<file path="config.mk">
export PLATFORM = sky130hd
export DESIGN_NAME = pads_port_cfg
export DESIGN_NICKNAME = d
export VERILOG_FILES = /design/src/pads_pkg.sv /design/src/pads_cfg_if.sv /design/src/pads_pin_gate.sv /design/src/pads_port_cfg.sv
export VERILOG_INCLUDE_DIRS = /design/src
export SDC_FILE = /design/constraint.sdc
export NUM_CORES = 1
export LEC_CHECK = 0
export BUFFER_PORTS_ARGS = -buffer_cell sky130_fd_sc_hd__buf_4
export CELL_PAD_IN_SITES_DETAIL_PLACEMENT = 0
export CELL_PAD_IN_SITES_GLOBAL_PLACEMENT = 1
export CORE_MARGIN = 1
export CORE_UTILIZATION = 32
export DETAILED_ROUTE_END_ITERATION = 12
export GPL_ROUTABILITY_DRIVEN = 0
export PLACE_DENSITY_LB_ADDON = 0.25
export SYNTH_ARGS = -nofsm -noshare
export SYNTH_HDL_FRONTEND = slang
export SYNTH_SLANG_ARGS = --single-unit
</file>
<file path="constraint.sdc">
create_clock -name sys_clk -period 1.59 [get_ports sys_clk]
set_input_delay 0.2385 -clock sys_clk [delete_from_list [all_inputs] [get_ports sys_clk]]
set_output_delay 0.2385 -clock sys_clk [all_outputs]
set_load 0.03 [all_outputs]
</file>
<file path="src/pads_regs.svh">
// Register offsets, field positions, reset values for the port analog/direction block
// Assumes an 8-bit register port with a flat byte address space
// Overview of operation
// - Bits 5-0 of port_b_analog_select make their pins analog inputs with the digital input off, and reset to 1.
// - Bits 7-6 of port_b_analog_select always read zero and ignore writes.
// - A zero analog bit hands the pin to port logic or a digital peripheral with its input buffer on.
// - Each port_d_direction bit set to 1 makes its pin an input, 0 enables the driver, all reset to 1.
// - On reduced-pin variants port_d_direction reads zero and ignores writes.
// - Each port_d_analog_select bit set to 1 makes its pin analog with the input off, all reset to 1.
// - On reduced-pin variants port_d_analog_select reads zero and ignores writes.
// - The four lowest second-port pins work as digital pins or capacitive sense channels.
`ifndef PADS_REGS_SVH
`define PADS_REGS_SVH
`define PADS_OFS_B_ANALOG   4'h0
`define PADS_OFS_D_DIR      4'h1
`define PADS_OFS_D_ANALOG   4'h2
`define PADS_OFS_B_IN       4'h3
`define PADS_OFS_D_IN       4'h4
`define PADS_OFS_D_OUT      4'h5
`define PADS_B_ANALOG_MASK  8'h3F
`define PADS_B_ANALOG_RST   8'h3F
`define PADS_D_DIR_RST      8'hFF
`define PADS_D_ANALOG_RST   8'hFF
`define PADS_CAPS_LOW       0
`define PADS_CAPS_COUNT     4
`endif

</file>
<file path="src/pads_pkg.sv">
// Types shared by the port analog/direction block
// Assumes the _regs header supplies the constants
package pads_pkg;
	typedef logic [7:0] pads_byte_t;
	typedef logic [3:0] pads_addr_t;
endpackage

</file>
<file path="src/pads_cfg_if.sv">
// Carries the per-pin configuration from the register file to the pad logic
// Assumes one clock domain; plain wires only
`timescale 1ns/1ps
interface pads_cfg_if;
	pads_pkg::pads_byte_t b_analog;
	pads_pkg::pads_byte_t d_analog;
	pads_pkg::pads_byte_t d_dir;
	modport regs (output b_analog, output d_analog, output d_dir);
	modport pads (input b_analog, input d_analog, input d_dir);
endinterface

</file>
<file path="src/pads_pin_gate.sv">
// Per-pin input gating for both ports and driver enables for the second port
// Assumes configuration bits arrive registered from the register file
`include "pads_regs.svh"
`timescale 1ns/1ps
module pads_pin_gate (
	// Configuration
	pads_cfg_if.pads                 cfg,
	// Raw pad inputs
	input  wire pads_pkg::pads_byte_t b_pad_in,
	input  wire pads_pkg::pads_byte_t d_pad_in,
	// Gated digital inputs and driver enables
	output logic [7:0]                b_dig_in,
	output logic [7:0]                d_dig_in,
	output logic [7:0]                d_drive_en,
	output logic [3:0]                caps_sel
);
	genvar i;
	// One slice per pin: analog mode kills the input buffer
	generate
		for (i = 0; i < 8; i = i + 1) begin : g_pin
			assign b_dig_in[i]   = b_pad_in[i] & ~cfg.b_analog[i];
			assign d_dig_in[i]   = d_pad_in[i] & ~cfg.d_analog[i];
			assign d_drive_en[i] = ~cfg.d_dir[i];
		end
		// Low four pins route to capacitive sense when analog
		for (i = 0; i < `PADS_CAPS_COUNT; i = i + 1) begin : g_caps
			assign caps_sel[i] = cfg.d_analog[`PADS_CAPS_LOW + i];
		end
	endgenerate
endmodule

</file>
<file path="src/pads_port_cfg.sv">
// Top of the port analog-select and direction block
// Assumes a simple synchronous register port; reads answer one cycle after the strobe
`include "pads_regs.svh"
`timescale 1ns/1ps
module pads_port_cfg #(
	parameter bit HAS_PORT_D = 1'b1
) (
	// Clock and reset
	input  wire logic                 sys_clk,
	input  wire logic                 rst_n,
	// Register port
	input  wire pads_pkg::pads_addr_t reg_addr,
	input  wire pads_pkg::pads_byte_t reg_wdata,
	input  wire logic                 reg_wr,
	input  wire logic                 reg_rd,
	output pads_pkg::pads_byte_t      reg_rdata,
	// Pads
	input  wire pads_pkg::pads_byte_t b_pad_in,
	input  wire pads_pkg::pads_byte_t d_pad_in,
	input  wire pads_pkg::pads_byte_t d_out_data,
	output pads_pkg::pads_byte_t      d_pad_out,
	output pads_pkg::pads_byte_t      d_pad_oe,
	// Analog side and digital consumers
	output pads_pkg::pads_byte_t      b_analog_en,
	output pads_pkg::pads_byte_t      d_analog_en,
	output logic [3:0]                caps_sel,
	output pads_pkg::pads_byte_t      b_dig_in,
	output pads_pkg::pads_byte_t      d_dig_in
);
	pads_cfg_if cfg ();
	pads_pkg::pads_byte_t b_analog;
	pads_pkg::pads_byte_t d_analog;
	pads_pkg::pads_byte_t d_dir;
	pads_pkg::pads_byte_t next_rdata;
	pads_pkg::pads_byte_t b_gate;
	pads_pkg::pads_byte_t d_gate;
	pads_pkg::pads_byte_t d_en;

	// First-port analog bits; upper two never stored
	always_ff @(posedge sys_clk or negedge rst_n) begin
		if (!rst_n) begin
			b_analog <= `PADS_B_ANALOG_RST;
		end else if (reg_wr && reg_addr == `PADS_OFS_B_ANALOG) begin
			b_analog <= reg_wdata & `PADS_B_ANALOG_MASK;
		end
	end

	// Second-port direction; absent on reduced-pin parts
	always_ff @(posedge sys_clk or negedge rst_n) begin
		if (!rst_n) begin
			d_dir <= `PADS_D_DIR_RST;
		end else if (HAS_PORT_D && reg_wr && reg_addr == `PADS_OFS_D_DIR) begin
			d_dir <= reg_wdata;
		end
	end

	// Second-port analog bits; absent on reduced-pin parts
	always_ff @(posedge sys_clk or negedge rst_n) begin
		if (!rst_n) begin
			d_analog <= `PADS_D_ANALOG_RST;
		end else if (HAS_PORT_D && reg_wr && reg_addr == `PADS_OFS_D_ANALOG) begin
			d_analog <= reg_wdata;
		end
	end

	assign cfg.b_analog = b_analog;
	assign cfg.d_analog = HAS_PORT_D ? d_analog : 8'h00;
	// Missing port is parked as input so nothing drives
	assign cfg.d_dir    = HAS_PORT_D ? d_dir : 8'hFF;

	pads_pin_gate u_gate (
		.cfg        (cfg),
		.b_pad_in   (b_pad_in),
		.d_pad_in   (d_pad_in),
		.b_dig_in   (b_gate),
		.d_dig_in   (d_gate),
		.d_drive_en (d_en),
		.caps_sel   (caps_sel)
	);

	// Read mux; absent and unmapped registers answer zero
	always_comb begin
		next_rdata = 8'h00;
		unique case (reg_addr)
			`PADS_OFS_B_ANALOG: next_rdata = b_analog & `PADS_B_ANALOG_MASK;
			`PADS_OFS_D_DIR:    next_rdata = HAS_PORT_D ? d_dir : 8'h00;
			`PADS_OFS_D_ANALOG: next_rdata = HAS_PORT_D ? d_analog : 8'h00;
			`PADS_OFS_B_IN:     next_rdata = b_gate;
			`PADS_OFS_D_IN:     next_rdata = HAS_PORT_D ? d_gate : 8'h00;
			`PADS_OFS_D_OUT:    next_rdata = HAS_PORT_D ? d_en : 8'h00;
			default:            next_rdata = 8'h00;
		endcase
	end

	// Read data held one cycle after the strobe, zero otherwise
	always_ff @(posedge sys_clk or negedge rst_n) begin
		if (!rst_n) begin
			reg_rdata <= 8'h00;
		end else begin
			reg_rdata <= reg_rd ? next_rdata : 8'h00;
		end
	end

	// Pad-facing outputs; driver stays off while analog is chosen only if software obeys direction
	assign d_pad_oe    = d_en;
	assign d_pad_out   = d_out_data & d_en;
	assign b_analog_en = b_analog;
	assign d_analog_en = cfg.d_analog;
	assign b_dig_in    = b_gate;
	assign d_dig_in    = d_gate;
endmodule

</file>
## After elaboration in Yosys (flattened, before gate mapping)

Cells that the tools add are included.

| cells by class | value |
|---|---|
| eq/ne operators | 5 |
| bitwise logic cells | 37 |
| reduce and logical (&&, ||, !) cells | 4 |
| mux-type cells | 2 |

Operators by type and width:

| cell | number |
|---|---|
| $pmux 8 s6 | 1 |
| $not 1->1 | 22 |
| $and 1x1->1 | 14 |
| $and 8x8->8 | 1 |
| $eq 4x2->1 const B | 2 |
| $eq 4x3->1 const B | 2 |
| $mux 8 | 1 |
| $eq 4x1->1 const B | 1 |
| $logic_not 4->1 | 1 |
| $logic_and 1x1->1 | 3 |

| word-level totals | value |
|---|---|
| register bits after elaboration | 30 |
| word-level logic and storage cells | 52 |
| output and inout port bits | 60 |
| bits of input ports | 40 |

## Depth between registers and ports, before layout

| depth | value |
|---|---|
| depth in word-level cells | 4 |
| mapped depth | 6 |
| mapped depth without buffers | 4 |

## Hierarchy

A second synthesis with hierarchy kept.

| unflattened totals | value |
|---|---|
| cells, all modules | 155 |
| area, all modules | 1871.8 sq um |

By module, submodules not included:

| module | instances | seq. area each (sq um) | area an instance (sq um) | cells each |
|---|---|---|---|---|
| pads_port_cfg | 1 | 778.2 | 1591.5 | 127 |
| pads_pin_gate | 1 | 0.0 | 280.3 | 28 |

## Worst setup path after synthesis

No wires, ideal clock.

| timing | value |
|---|---|
| kind | register to register |
| start point | reg d_analog[0] (netlist: d_analog_en[0]) |
| end point | reg reg_rdata[0] |
| required time | 1.521 ns |
| path slack | 0.101 ns |
| cell stages (with the launch flop) | 5 |
| data arrival time | 1.421 ns |
| library setup time | 0.069 ns |
| period minus slack after synthesis | 1.489 ns |
| cells stage by stage | dfstp_2 > nor2b_1 > a22oi_1 > or3_1 > nand3_1 |

| on the way | value |
|---|---|
| cells in the longest elaborated chain, start to end | 4 |

RTL lines:

| what | line | text |
|---|---|---|
| start, declared | pads_port_cfg.sv:32 | `pads_pkg::pads_byte_t d_analog;` |
| start signal, assigned | pads_port_cfg.sv:60 | `` d_analog <= `PADS_D_ANALOG_RST; `` |
| start signal, assigned | pads_port_cfg.sv:62 | `d_analog <= reg_wdata;` |
| $not 1->1 | pads_pin_gate.sv:22 | `assign d_dig_in[i] = d_pad_in[i] & ~cfg.d_analog[i];` |
| $and 1x1->1 | pads_pin_gate.sv:22 |  |
| via d_dig_in[0] | pads_port_cfg.sv:28 | `output pads_pkg::pads_byte_t d_dig_in` |
| $pmux 8 s6 | pads_port_cfg.sv:84 | `unique case (reg_addr)` |
| $mux 8 | pads_port_cfg.sv:100 | `reg_rdata <= reg_rd ? next_rdata : 8'h00;` |
| end signal, assigned | pads_port_cfg.sv:100 |  |
| end, declared | pads_port_cfg.sv:16 | `output pads_pkg::pads_byte_t reg_rdata,` |

The timed path passes the listed nets, and every way through them passes these cells.
A chain may end at the register's enable or synchronous reset.

## Worst setup path after layout

| timing | value |
|---|---|
| start point | reg d_analog[3] (netlist: d_analog_en[3]) |
| end point | out d_dig_in[3] |

| on the way | value |
|---|---|
| cells in the longest elaborated chain, start to end | 2 |

RTL lines:

| what | line |
|---|---|
| $not 1->1 | pads_pin_gate.sv:22 |
| $and 1x1->1 | pads_pin_gate.sv:22 |
| end, declared | pads_port_cfg.sv:28 |

No other way between the ends.

==> reports/results.tsv <==
metric	value	unit
status	finished, final reports clean	
ys_types	34	
p_per_area	1204	nW/um2
finalCritPeriodShare	85.12	%
fin_skew	0.008136	ns
fillers	510	
htree_levels	2	
antenna_found_initial	0	
seqPwrFrac	37.0	%
cts_tree	built	
yosys_warnings	0	
grt_usage	17.34	%
area_growth	47.36	%
dr_total_vias	1553	
critPathLaunchType	flop	
power.total	3.159	mW
fin_hold_ws	0.1927	ns
cap_viol_max_count	0	
finalSetupViolCount	0	
cts_hold_buf	1	
fmax	0.7389	GHz
cts.sinks	30	
synth.most_common_cell	mux2_2	
syn-cell-area	1780	um2
post_cts_resized	0	
instances_no_fill	332	
r2r_slack	0.36	ns
hold_class	in -> reg	
critPathMaxFanout	5	
synth_commonest_cells	mux2_2 (24), nor2b_1 (23), dfstp_2 (22), nand2_1 (13), buf_4 (11)	
ios	100	
worst_r2r_startpoint	cfg.d_dir[5]	
p_sw	1.241	mW
power_switching_share	39.30	%
rows	26	
worst-setup-path-type	reg -> out	
clk_pin_slew	0.07	ns
routedWlPerCell	14.51	um
cts_setup_buffers	0	
final_hold_viol_count	0	
reg2reg_depth	4	
p_int	1.918	mW
dp_hpwl	3595	um
fp.dieW	76.59	um
p_leak	1.236	nW
min_to	d_analog_en[5]	
synth_edf_count	0	
grt_pass1_vias	1550	
cts_made_buffers	5	
diodes	0	
drive_above_1_share	60.31	%
synthTopCellsByArea	dfstp_2 (32%), mux2_2 (15%), dfrtp_1 (11%)	
ctsLongestPathBuffers	2	
wirelength	4817	um
initial_core_util	33.99	%
grt_max_degree	31	
grt_overflow_total	0	
fin_crit	1.353	ns
via_per_inst	4.678	
coreArea	5238	um2
syn_avg_cell_area	10.73	um2
clk_latency	0.28	ns
end_kind	output pin	
netlist.top_cell.by_area	dfstp_2	
drv_slew	0	
worstHoldStart	reg_wdata[5]	
synthArstFlopShare	100.0	%
ys_seq_elements	30	
yosysSeqAreaShare	43.71	%
io_buffers	97	
netlist_instances	166	
clockPowerShare	20.2	%
worstReg2RegEnd	reg_rdata[5]	
grt_pass1_wl	7824	um
holdPathStages	2	
die_y	76.59	um
drcViolationCount	0	
rsz0062_at_grt	false	
dr.pass1.iters	4	
ant_nets	0	
layout.nets	301	
synth_top_area_share	32.47	%
tns	0	ns
cp.arrival	1.11	ns
die_area	5866	um2
cts_root_buf	clkbuf_8	
peakVddDrop	0.0006146	V
dp.cells	323	
final_core_util	50.10	%
dr.first_iter.drc_count	55	
comb_power_share	42.9	%
cp.required	1.35	ns
synth-main-ff-cell	dfstp_2	
## sequential cells by signal (all words and copies together) (netlist names)
| register | count |
|---|---|
| cfg.d_dir | 8 |
| d_analog_en | 8 |
| reg_rdata | 8 |
| b_analog_en | 6 |
## logic make-up after synthesis
group / share of synthesized area [%]
mux: 18.62
xor+xnor: 0.9840
buf+inv: 7.098
flops: 43.71
other cells: 0.2106
simple gates: 21.08
compound gates: 8.292
## power by group through the flow
| stage | Combinational (mW) | Clock, mW | Sequential [mW] |
|---|---|---|---|
| 2_1_floorplan | 0.709 | 0 | 1.32 |
| 3_3_place_gp | 1.35 | 0 | 1.18 |
| 3_5_place_dp | 1.36 | 0 | 1.18 |
| 4_1_cts | 1.37 | 0.657 | 1.17 |
| 5_1_grt | 1.43 | 0.704 | 1.20 |
| 6_report | 1.35 | 0.637 | 1.17 |
## stage by stage
stage | worst slack, ns | area, um2
after global placement | 0.1646 | 2522
after floorplan | 0.1006 | 1784
final | 0.2366 | 2624
after CTS | 0.2242 | 2624
after global routing | 0.1775 | 2624
after detailed placement | 0.1437 | 2522
## layer usage
metal / wire (um) / part of all wire (%) / GRT usage [%]
met1: 2214 / 46 / 22.61
met2: 2197 / 46 / 26.40
met3: 360 / 7.5 / 6.826
met4: 44 / 0.91 / 5.000
met5: 0 / 0 / 0
## worst max path at each step
stage / from / endpoint / cells past startpoint
6_report: d_analog_en[3] / d_dig_in[3] / 2
5_1_grt: d_analog_en[3] / d_dig_in[3] / 2
4_1_cts: d_analog_en[3] / d_dig_in[3] / 2
3_5_place_dp: reg_addr[2] / d_analog_en[5] / 4
3_3_place_gp: reg_addr[2] / d_analog_en[5] / 4
2_1_floorplan: d_analog_en[0] / reg_rdata[0] / 4
## layout by cell type, fill, tap and decap left out, drive strengths merged, types with 3 or more instances in the layout
cell,netlist,final
a21oi,5,5
a22oi,8,8
buf,13,99
clkbuf,0,7
dfrtp,8,8
dfstp,22,22
inv,9,9
mux2,25,25
mux2i,5,5
nand2,13,13
nor2b,23,23
nor3,5,5
o22ai,3,3
## area by class of cell
cell class	count	area, um2	area share (%)
sequential	30	778.2	29.66
timing repair buffer	100	753.2	28.71
inverter	9	33.78	1.288
multi-input combinational	115	879.6	33.52
clock inverter	1	5.005	0.1907
tap	70	87.58	3.338
clock buffer	7	86.33	3.290
## critical path, stage by stage (launching register included)
cell	delay, ns
dfstp_2	0.58
nor2b_1	0.08
buf_4	0.17
Note: power is estimated with default switching activity, not from simulation.
